$ cat src/design/mmd_map.vh
/*
 * constants for the multiply and move decode block: opcode patterns,
 * sub-opcode field values and special register numbers.
 * assumes inclusion by bare name from design files.
 */
`ifndef MMD_MAP_VH
`define MMD_MAP_VH

`define MMD_REG_SP 4'hd
`define MMD_REG_PC 4'hf

// 16-bit opcode patterns
`define MMD_OP16_MOVI_MASK 16'hf800
`define MMD_OP16_MOVI_VAL 16'h2000
`define MMD_OP16_MOVR_MASK 16'hff00
`define MMD_OP16_MOVR_VAL 16'h4600
`define MMD_OP16_MOVF_MASK 16'hffc0
`define MMD_OP16_MOVF_VAL 16'h0000

// 32-bit first halfword patterns, then the register move second halfword pattern
`define MMD_OP32_MAC_MASK 16'hfff0
`define MMD_OP32_MAC_VAL 16'hfb00
`define MMD_OP32_MOVI_MASK 16'hfbef
`define MMD_OP32_MOVI_VAL 16'hf04f
`define MMD_OP32_WIDE_MASK 16'hfbf0
`define MMD_OP32_WIDE_VAL 16'hf240
`define MMD_OP32_TOP_VAL 16'hf2c0
`define MMD_OP32_MOVR_MASK 16'hffef
`define MMD_OP32_MOVR_VAL 16'hea4f
`define MMD_OP32_MOVR_LO_MASK 16'hf0f0
`define MMD_OP32_MOVR_LO_VAL 16'h0000

// second halfword fields of the multiply pair
`define MMD_MAC_SUB_ZERO 4'h0
`define MMD_MAC_SUB_ONE 4'h1

`endif

$ cat src/design/mmd_imm_expand.v
/*
 * modified_immediate_expand: 12-bit compact immediate to 32-bit value
 * and carry. assumes a purely combinational caller.
 */
`timescale 1ns/10ps
module mmd_imm_expand
(
    // encoded immediate and current carry
    input wire [11:0] imm12_i,
    input wire carry_in_i,
    // expanded value
    output reg [31:0] imm32_o,
    output reg carry_o
);

    reg [7:0] byte_v;
    reg [31:0] unrot;
    reg [4:0] rot;

    always @*
    begin
        byte_v = imm12_i[7:0];
        unrot = {24'h000000, 1'b1, imm12_i[6:0]};
        rot = imm12_i[11:7];
        imm32_o = 32'h00000000;
        carry_o = carry_in_i;
        if (imm12_i[11:10] == 2'b00)
        begin
            case (imm12_i[9:8])
                2'b00: imm32_o = {24'h000000, byte_v};
                2'b01: imm32_o = {8'h00, byte_v, 8'h00, byte_v};
                2'b10: imm32_o = {byte_v, 8'h00, byte_v, 8'h00};
                default: imm32_o = {byte_v, byte_v, byte_v, byte_v};
            endcase
        end
        else
        begin
            // rotate right; amount is at least 8 so the carry is always bit 31
            imm32_o = (unrot >> rot) | (unrot << (6'd32 - {1'b0, rot}));
            carry_o = imm32_o[31];
        end
    end

endmodule

$ cat src/design/mmd_decode.v
/*
 * decode and execute for the multiply-accumulate/subtract and move group.
 * assumes the core supplies one instruction per valid cycle, reads the
 * register file combinationally on the index outputs, evaluates the
 * condition and conditional block position itself. results are registered.
 */
// Our own choices: the strobed register port and the register addresses.
// Summary of operation
// - accumulate: low 32 bits of product plus addend
// - accumulate fields from both halfwords decoded
// - subtract: addend minus product, low 32 bits
// - subtract: same fields, bits 7..4 one
// - subtract with sp or pc flagged unpredictable
// - narrow immediate move: zero-extend, flags outside block
// - wide immediate move: expanded constant, S flags
// - 16-bit wide immediate, zero-extended, no flags
// - immediate move flags: N, Z; C from the wide expansion, kept on narrow; V kept
// - narrow register move: D:Rd index, no flags
// - narrow move to pc mid-block unpredictable
// - flag move always sets flags; block unpredictable
// - wide register move sp/pc combinations unpredictable
// - narrow register move into pc is a branch
// - shifted moves belong to the shift decoder
// - top halfword write keeps low half
// - top immediate order imm4:i:imm3:imm8; sp/pc unpredictable
`timescale 1ns/10ps
`include "mmd_map.vh"
module mmd_decode
(
    // clock and reset
    input wire mclk_i,
    input wire rst_n_i,
    // instruction in
    input wire instr_valid_i,
    input wire [31:0] instr_i,
    input wire is_32bit_i,
    input wire cond_pass_i,
    input wire in_cond_block_i,
    input wire last_in_block_i,
    // register read ports and current flags
    output reg [3:0] rd_idx_a_o,
    output reg [3:0] rd_idx_b_o,
    output reg [3:0] rd_idx_c_o,
    input wire [31:0] rd_data_a_i,
    input wire [31:0] rd_data_b_i,
    input wire [31:0] rd_data_c_i,
    input wire [3:0] flags_i,
    // writeback
    output reg wr_en_o,
    output reg [3:0] wr_idx_o,
    output reg [31:0] wr_data_o,
    output reg flags_wr_o,
    output reg [3:0] flags_o,
    output reg branch_o,
    output reg [31:0] branch_addr_o,
    // decode status
    output reg claimed_o,
    output reg unpredictable_o
);

    localparam OP_NONE = 3'd0;
    localparam OP_MAC = 3'd1;
    localparam OP_MSUB = 3'd2;
    localparam OP_MOVE = 3'd3;
    localparam OP_TOP = 3'd4;

    wire [15:0] hw1 = instr_i[31:16];
    wire [15:0] hw2 = instr_i[15:0];
    wire [15:0] n16 = instr_i[15:0];
    wire flag_c = flags_i[1];
    wire flag_v = flags_i[0];

    wire [31:0] exp_imm;
    wire exp_carry;

    mmd_imm_expand u_expand
    (
        .imm12_i({hw1[10], hw2[14:12], hw2[7:0]}),
        .carry_in_i(flag_c),
        .imm32_o(exp_imm),
        .carry_o(exp_carry)
    );

    reg [2:0] op;
    reg [3:0] dest;
    reg [31:0] imm_val;
    reg set_flags;
    reg imm_carry;
    reg use_imm_c;
    reg bad;
    reg [63:0] prod;
    reg [31:0] result;

    function is_sp_pc;
        input [3:0] r;
        begin
            is_sp_pc = (r == `MMD_REG_SP) || (r == `MMD_REG_PC);
        end
    endfunction

    always @*
    begin
        op = OP_NONE;
        dest = 4'h0;
        imm_val = 32'h00000000;
        set_flags = 1'b0;
        imm_carry = flag_c;
        use_imm_c = 1'b0;
        bad = 1'b0;
        rd_idx_a_o = 4'h0;
        rd_idx_b_o = 4'h0;
        rd_idx_c_o = 4'h0;
        if (is_32bit_i)
        begin
            if ((hw1 & `MMD_OP32_MAC_MASK) == `MMD_OP32_MAC_VAL &&
                (hw2[7:4] == `MMD_MAC_SUB_ZERO || hw2[7:4] == `MMD_MAC_SUB_ONE))
            begin
                op = (hw2[7:4] == `MMD_MAC_SUB_ONE) ? OP_MSUB : OP_MAC;
                rd_idx_a_o = hw1[3:0];
                rd_idx_b_o = hw2[3:0];
                rd_idx_c_o = hw2[15:12];
                dest = hw2[11:8];
                if (op == OP_MSUB)
                begin
                    bad = is_sp_pc(hw2[11:8]) || is_sp_pc(hw1[3:0]) ||
                          is_sp_pc(hw2[3:0]) || is_sp_pc(hw2[15:12]);
                end
            end
            else if ((hw1 & `MMD_OP32_MOVI_MASK) == `MMD_OP32_MOVI_VAL && !hw2[15])
            begin
                op = OP_MOVE;
                dest = hw2[11:8];
                imm_val = exp_imm;
                imm_carry = exp_carry;
                use_imm_c = 1'b1;
                set_flags = hw1[4];
                bad = is_sp_pc(dest);
            end
            else if (((hw1 & `MMD_OP32_WIDE_MASK) == `MMD_OP32_WIDE_VAL ||
                      (hw1 & `MMD_OP32_WIDE_MASK) == `MMD_OP32_TOP_VAL) && !hw2[15])
            begin
                op = (hw1[7]) ? OP_TOP : OP_MOVE;
                dest = hw2[11:8];
                rd_idx_a_o = hw2[11:8];
                imm_val = {16'h0000, hw1[3:0], hw1[10], hw2[14:12], hw2[7:0]};
                bad = is_sp_pc(dest);
            end
            else if ((hw1 & `MMD_OP32_MOVR_MASK) == `MMD_OP32_MOVR_VAL &&
                     (hw2 & `MMD_OP32_MOVR_LO_MASK) == `MMD_OP32_MOVR_LO_VAL)
            begin
                // nonzero shift fields fall to the shift decoder
                op = OP_MOVE;
                dest = hw2[11:8];
                rd_idx_a_o = hw2[3:0];
                set_flags = hw1[4];
                if (hw1[4])
                begin
                    bad = is_sp_pc(dest) || is_sp_pc(hw2[3:0]);
                end
                else
                begin
                    bad = dest == `MMD_REG_PC || hw2[3:0] == `MMD_REG_PC ||
                          (dest == `MMD_REG_SP && hw2[3:0] == `MMD_REG_SP);
                end
            end
        end
        else
        begin
            if ((n16 & `MMD_OP16_MOVI_MASK) == `MMD_OP16_MOVI_VAL)
            begin
                op = OP_MOVE;
                dest = {1'b0, n16[10:8]};
                imm_val = {24'h000000, n16[7:0]};
                set_flags = !in_cond_block_i;
                use_imm_c = 1'b1;
            end
            else if ((n16 & `MMD_OP16_MOVR_MASK) == `MMD_OP16_MOVR_VAL)
            begin
                op = OP_MOVE;
                dest = {n16[7], n16[2:0]};
                rd_idx_a_o = n16[6:3];
                bad = dest == `MMD_REG_PC && in_cond_block_i && !last_in_block_i;
            end
            else if ((n16 & `MMD_OP16_MOVF_MASK) == `MMD_OP16_MOVF_VAL)
            begin
                op = OP_MOVE;
                dest = {1'b0, n16[2:0]};
                rd_idx_a_o = {1'b0, n16[5:3]};
                set_flags = 1'b1;
                bad = in_cond_block_i;
            end
        end
    end

    always @*
    begin
        prod = rd_data_a_i * rd_data_b_i;
        case (op)
            OP_MAC: result = rd_data_c_i + prod[31:0];
            OP_MSUB: result = rd_data_c_i - prod[31:0];
            OP_TOP: result = {imm_val[15:0], rd_data_a_i[15:0]};
            OP_MOVE: result = (use_imm_c || (is_32bit_i && hw1[15:11] == 5'b11110)) ? imm_val : rd_data_a_i;
            default: result = 32'h00000000;
        endcase
    end

    wire fire = instr_valid_i && op != OP_NONE && cond_pass_i;
    wire is_reg_move = op == OP_MOVE && !(use_imm_c || (is_32bit_i && hw1[15:11] == 5'b11110));
    wire to_pc = is_reg_move && !is_32bit_i && dest == `MMD_REG_PC;

    always @(posedge mclk_i)
    begin
        if (!rst_n_i)
        begin
            wr_en_o <= 1'b0;
            wr_idx_o <= 4'h0;
            wr_data_o <= 32'h00000000;
            flags_wr_o <= 1'b0;
            flags_o <= 4'h0;
            branch_o <= 1'b0;
            branch_addr_o <= 32'h00000000;
            claimed_o <= 1'b0;
            unpredictable_o <= 1'b0;
        end
        else
        begin
            claimed_o <= instr_valid_i && op != OP_NONE;
            unpredictable_o <= instr_valid_i && op != OP_NONE && bad;
            // a narrow register move to pc goes through the branch path, not the register file
            wr_en_o <= fire && !to_pc;
            wr_idx_o <= dest;
            wr_data_o <= result;
            branch_o <= fire && to_pc;
            branch_addr_o <= result;
            flags_wr_o <= fire && set_flags && (op == OP_MOVE);
            if (use_imm_c || !is_reg_move)
            begin
                flags_o <= {result[31], result == 32'h00000000, imm_carry, flag_v};
            end
            else
            begin
                flags_o <= {result[31], result == 32'h00000000, flag_c, flag_v};
            end
        end
    end

endmodule

$ cat config.mk
export PLATFORM = sky130hd
export DESIGN_NAME = mmd_decode
export DESIGN_NICKNAME = d
export VERILOG_FILES = /design/src/design/mmd_imm_expand.v /design/src/design/mmd_decode.v
export VERILOG_INCLUDE_DIRS = /design/src /design/src/design
export SDC_FILE = /design/constraint.sdc
export NUM_CORES = 2
export LEC_CHECK = 0
export ABC_AREA = 1
export BUFFER_PORTS_ARGS = -buffer_cell sky130_fd_sc_hd__clkbuf_2
export CAP_MARGIN = 10
export CELL_PAD_IN_SITES_DETAIL_PLACEMENT = 2
export CELL_PAD_IN_SITES_GLOBAL_PLACEMENT = 2
export CORE_UTILIZATION = 35
export CTS_CLUSTER_SIZE = 12
export DETAILED_ROUTE_END_ITERATION = 8
export PLACE_DENSITY_LB_ADDON = 0.12
export SETUP_SLACK_MARGIN = 0.15
export SYNTH_ARGS = -nofsm -noshare
export SYNTH_HDL_FRONTEND = slang
export SYNTH_SLANG_ARGS = --single-unit
$ cat constraint.sdc
create_clock -name mclk_i -period 9.9 [get_ports mclk_i]
set_input_delay 0.495 -clock mclk_i [delete_from_list [all_inputs] [get_ports mclk_i]]
set_output_delay 0.495 -clock mclk_i [all_outputs]
set_load 0.02 [all_outputs]
==> out/metrics.csv <==
metric;value;unit
status;complete, no violations;
setup_viol;0;
die_h;270;um
synth_edf_count;0;
yosysSeqAreaShare;3.51;%
worst-setup-path-type;primary input to register;
overflow;0;
critPathMostFrequentCell;nand2_1;
core-area;0.0705;mm2
setup_slack;0.563;ns
synth_simple_gate_area_share;27.6;%
drt-pass1-iter-count;5;
fp.dieArea;0.0728;mm2
cp.arrival;9.60;ns
crit_path_start_kind;primary input;
path_delay_family;adder cells;
gp_congestion;0.914;
slowest_stage;fa_1;
grt_usage;30.2;%
vias_per_cell;5.16;
vias;25000;
fmax;0.107;GHz
syn_nets;4475;
cts_tree;yes;
max_slew_margin;33.6;%
dp_slack;0.000240;ns
cts_root_buf;clkbuf_16;
io_pins;228;
path_max_fanout;15;
drt_iter0_drc;1240;
critPathLaunch;rd_data_b_i[12];
crit_cells;50;
fin_crit_sh;94.3;%
synth_area;0.0251;mm2
utilization;39.0;%
hold_violations;0;
finalSetupTns;0;ns
synth_top_family_by_area;adder cells;
drc;0;
crit_buf_inv;12;
rows;97;
cts_hold_buf;0;
cp_slowest_stage_delay;0.55;ns
slew_violations;0;
yosys.cell_types.count;63;
period_minus_slack;9.34;ns
crit_path_end_kind;register;
synth_area_per_cell;6.66;um2
clock_path_buffers;2;
drive_above_1_share;10.9;%
initial_core_util;35.6;%
grt_pass1_wl;169000;um
rsz0062_at_grt;no;
ys_ff_latch;44;
wl_per_cell;22.5;um
grt_pass1_vias;27900;
ant_nets;0;
grt_max_degree;48;
dieWidth;270;um
hold_class;primary input to register;
muxShareOfSynthArea;0;%
dpl.hpwl;95000;um
worstMarginPinSlew;0.989;ns
maxCapViolCount;0;
antenna_found_initial;5;
synthCells;3770;
syn2layout_area_growth;9.59;%
antennaDiodeCount;0;
crit_path_end;flags_o[2];
fin_nets;4608;
async_flop_share;0;%
num-fill-cells;8754;
io_buffers;225;
cts_made_buffers;5;
synth_fa_ha_area_share;40.5;%
wirelength;109000;um
synth_xor_area_share;3.28;%
clkTransAtPathRegs;0.09;ns
required;10.16;ns
clkSinkCount;44;
cts-htree-levels;2;
synth_compound_area_share;7.45;%
ys.flop_type;dfxtp_1;
ys.warnings.count;0;
==> cells by family after synthesis <==
kind of cell | count (synthesis)
simple gates | 1637
xor+xnor | 87
flops | 44
buf+inv | 1130
fa+ha+maj | 566
compound gates | 306
==> routing by layer <==
| layer | share of wire, % | track usage [%] | up-vias |
|---|---|---|---|
| li1 | - | - | 11400 |
| met1 | 44 | 39.7 | 13000 |
| met2 | 50 | 54.6 | 508 |
| met3 | 3.9 | 2.12 | 84 |
| met4 | 1.7 | 5.11 | 10 |
| met5 | 0.060 | 0 | - |
==> timing repair <==
action,4_1_cts,5_1_grt
buffers inserted,0,1
hold endpoints to repair,0,0
gates resized for setup,0,60
endpoints found under the setup margin,0,8
==> area by class of cell <==
type	count	area [um2]	share of cell area (%)
multi-input combinational	2596	19900	72.2
inverter	941	3530	12.8
timing repair buffer	315	1890	6.87
tap	940	1180	4.28
sequential	44	881	3.20
clock buffer	5	125	0.455
clock inverter	3	47.5	0.173
==> cells in the mapped netlist, types with 5 or more instances <==
| cell | instances | area (um2) |
|---|---|---|
| o21ai_0 | 96 | 480 |
| fa_1 | 409 | 8190 |
| dfxtp_1 | 44 | 881 |
| nor2_1 | 166 | 623 |
| inv_2 | 13 | 48.8 |
| clkbuf_1 | 111 | 417 |
| a31oi_1 | 7 | 43.8 |
| nor2_4 | 5 | 56.3 |
| xnor2_1 | 24 | 210 |
| buf_2 | 18 | 90.1 |
| nor4_1 | 12 | 75.1 |
| ha_1 | 157 | 1960 |
| buf_4 | 38 | 285 |
| xor2_1 | 58 | 508 |
| nand3_2 | 12 | 120 |
| nand3b_1 | 11 | 82.6 |
| o21ai_1 | 11 | 55.1 |
| a21boi_0 | 5 | 37.5 |
| a21oi_1 | 85 | 425 |
| o211ai_1 | 22 | 165 |
| nand2_2 | 16 | 100 |
| nor2_2 | 13 | 81.3 |
| buf_1 | 18 | 67.6 |
| o221ai_1 | 14 | 123 |
| clkinv_1 | 9 | 33.8 |
| nand4_1 | 38 | 238 |
| a21o_1 | 9 | 67.6 |
| o2111ai_1 | 20 | 175 |
| nor3_1 | 30 | 150 |
| or2_2 | 13 | 81.3 |
| nand3_1 | 203 | 1020 |
| nand2_1 | 1101 | 4130 |
| inv_1 | 919 | 3450 |
==> how the worst min path moves through the flow <==
| stage | startpoint | end | slack [ns] | cells past startpoint |
|---|---|---|---|---|
| 2_1_floorplan | flags_i[0] | flags_o[0] | 0.59 | 2 |
| 3_3_place_gp | flags_i[0] | flags_o[0] | 0.68 | 3 |
| 3_5_place_dp | flags_i[0] | flags_o[0] | 0.70 | 3 |
| 4_1_cts | flags_i[0] | flags_o[0] | 0.38 | 3 |
| 5_1_grt | flags_i[0] | flags_o[0] | 0.40 | 3 |
| 6_report | flags_i[0] | flags_o[0] | 0.37 | 3 |
==> metrics by stage <==
stage,cell area [um2],hold slack [ns],instances
floorplan,25100,0.593,3770
global placement,27200,0.683,4835
detailed placement,27200,0.696,4835
CTS,27400,0.379,4843
global route,27500,0.402,4844
finish,27500,0.374,4844
==> registers in the layout, summed over array words and instances, names as in the netlist <==
| register | count |
|---|---|
| wr_en_o | 1 |
| branch_o | 1 |
| claimed_o | 1 |
| unpredictable_o | 1 |
| flags_o | 4 |
| wr_idx_o | 4 |
| branch_addr_o | 31 |
| flags_wr_o | 1 |
==> cell usage in the layout (no fill, tap or decap), types with 44 or more instances in the layout <==
master and instances:
fa_1 409, ha_1 153, inv_1 919, a21oi_1 83
nand3_1 203, nand2_1 1101, nor2_1 162, clkbuf_2 203
o21ai_0 95, dfxtp_1 44, buf_4 87, xor2_1 58
Power is left out: the tool's default activity adds up to more than one toggle a clock period on the data nets, which glitch-free logic cannot reach.
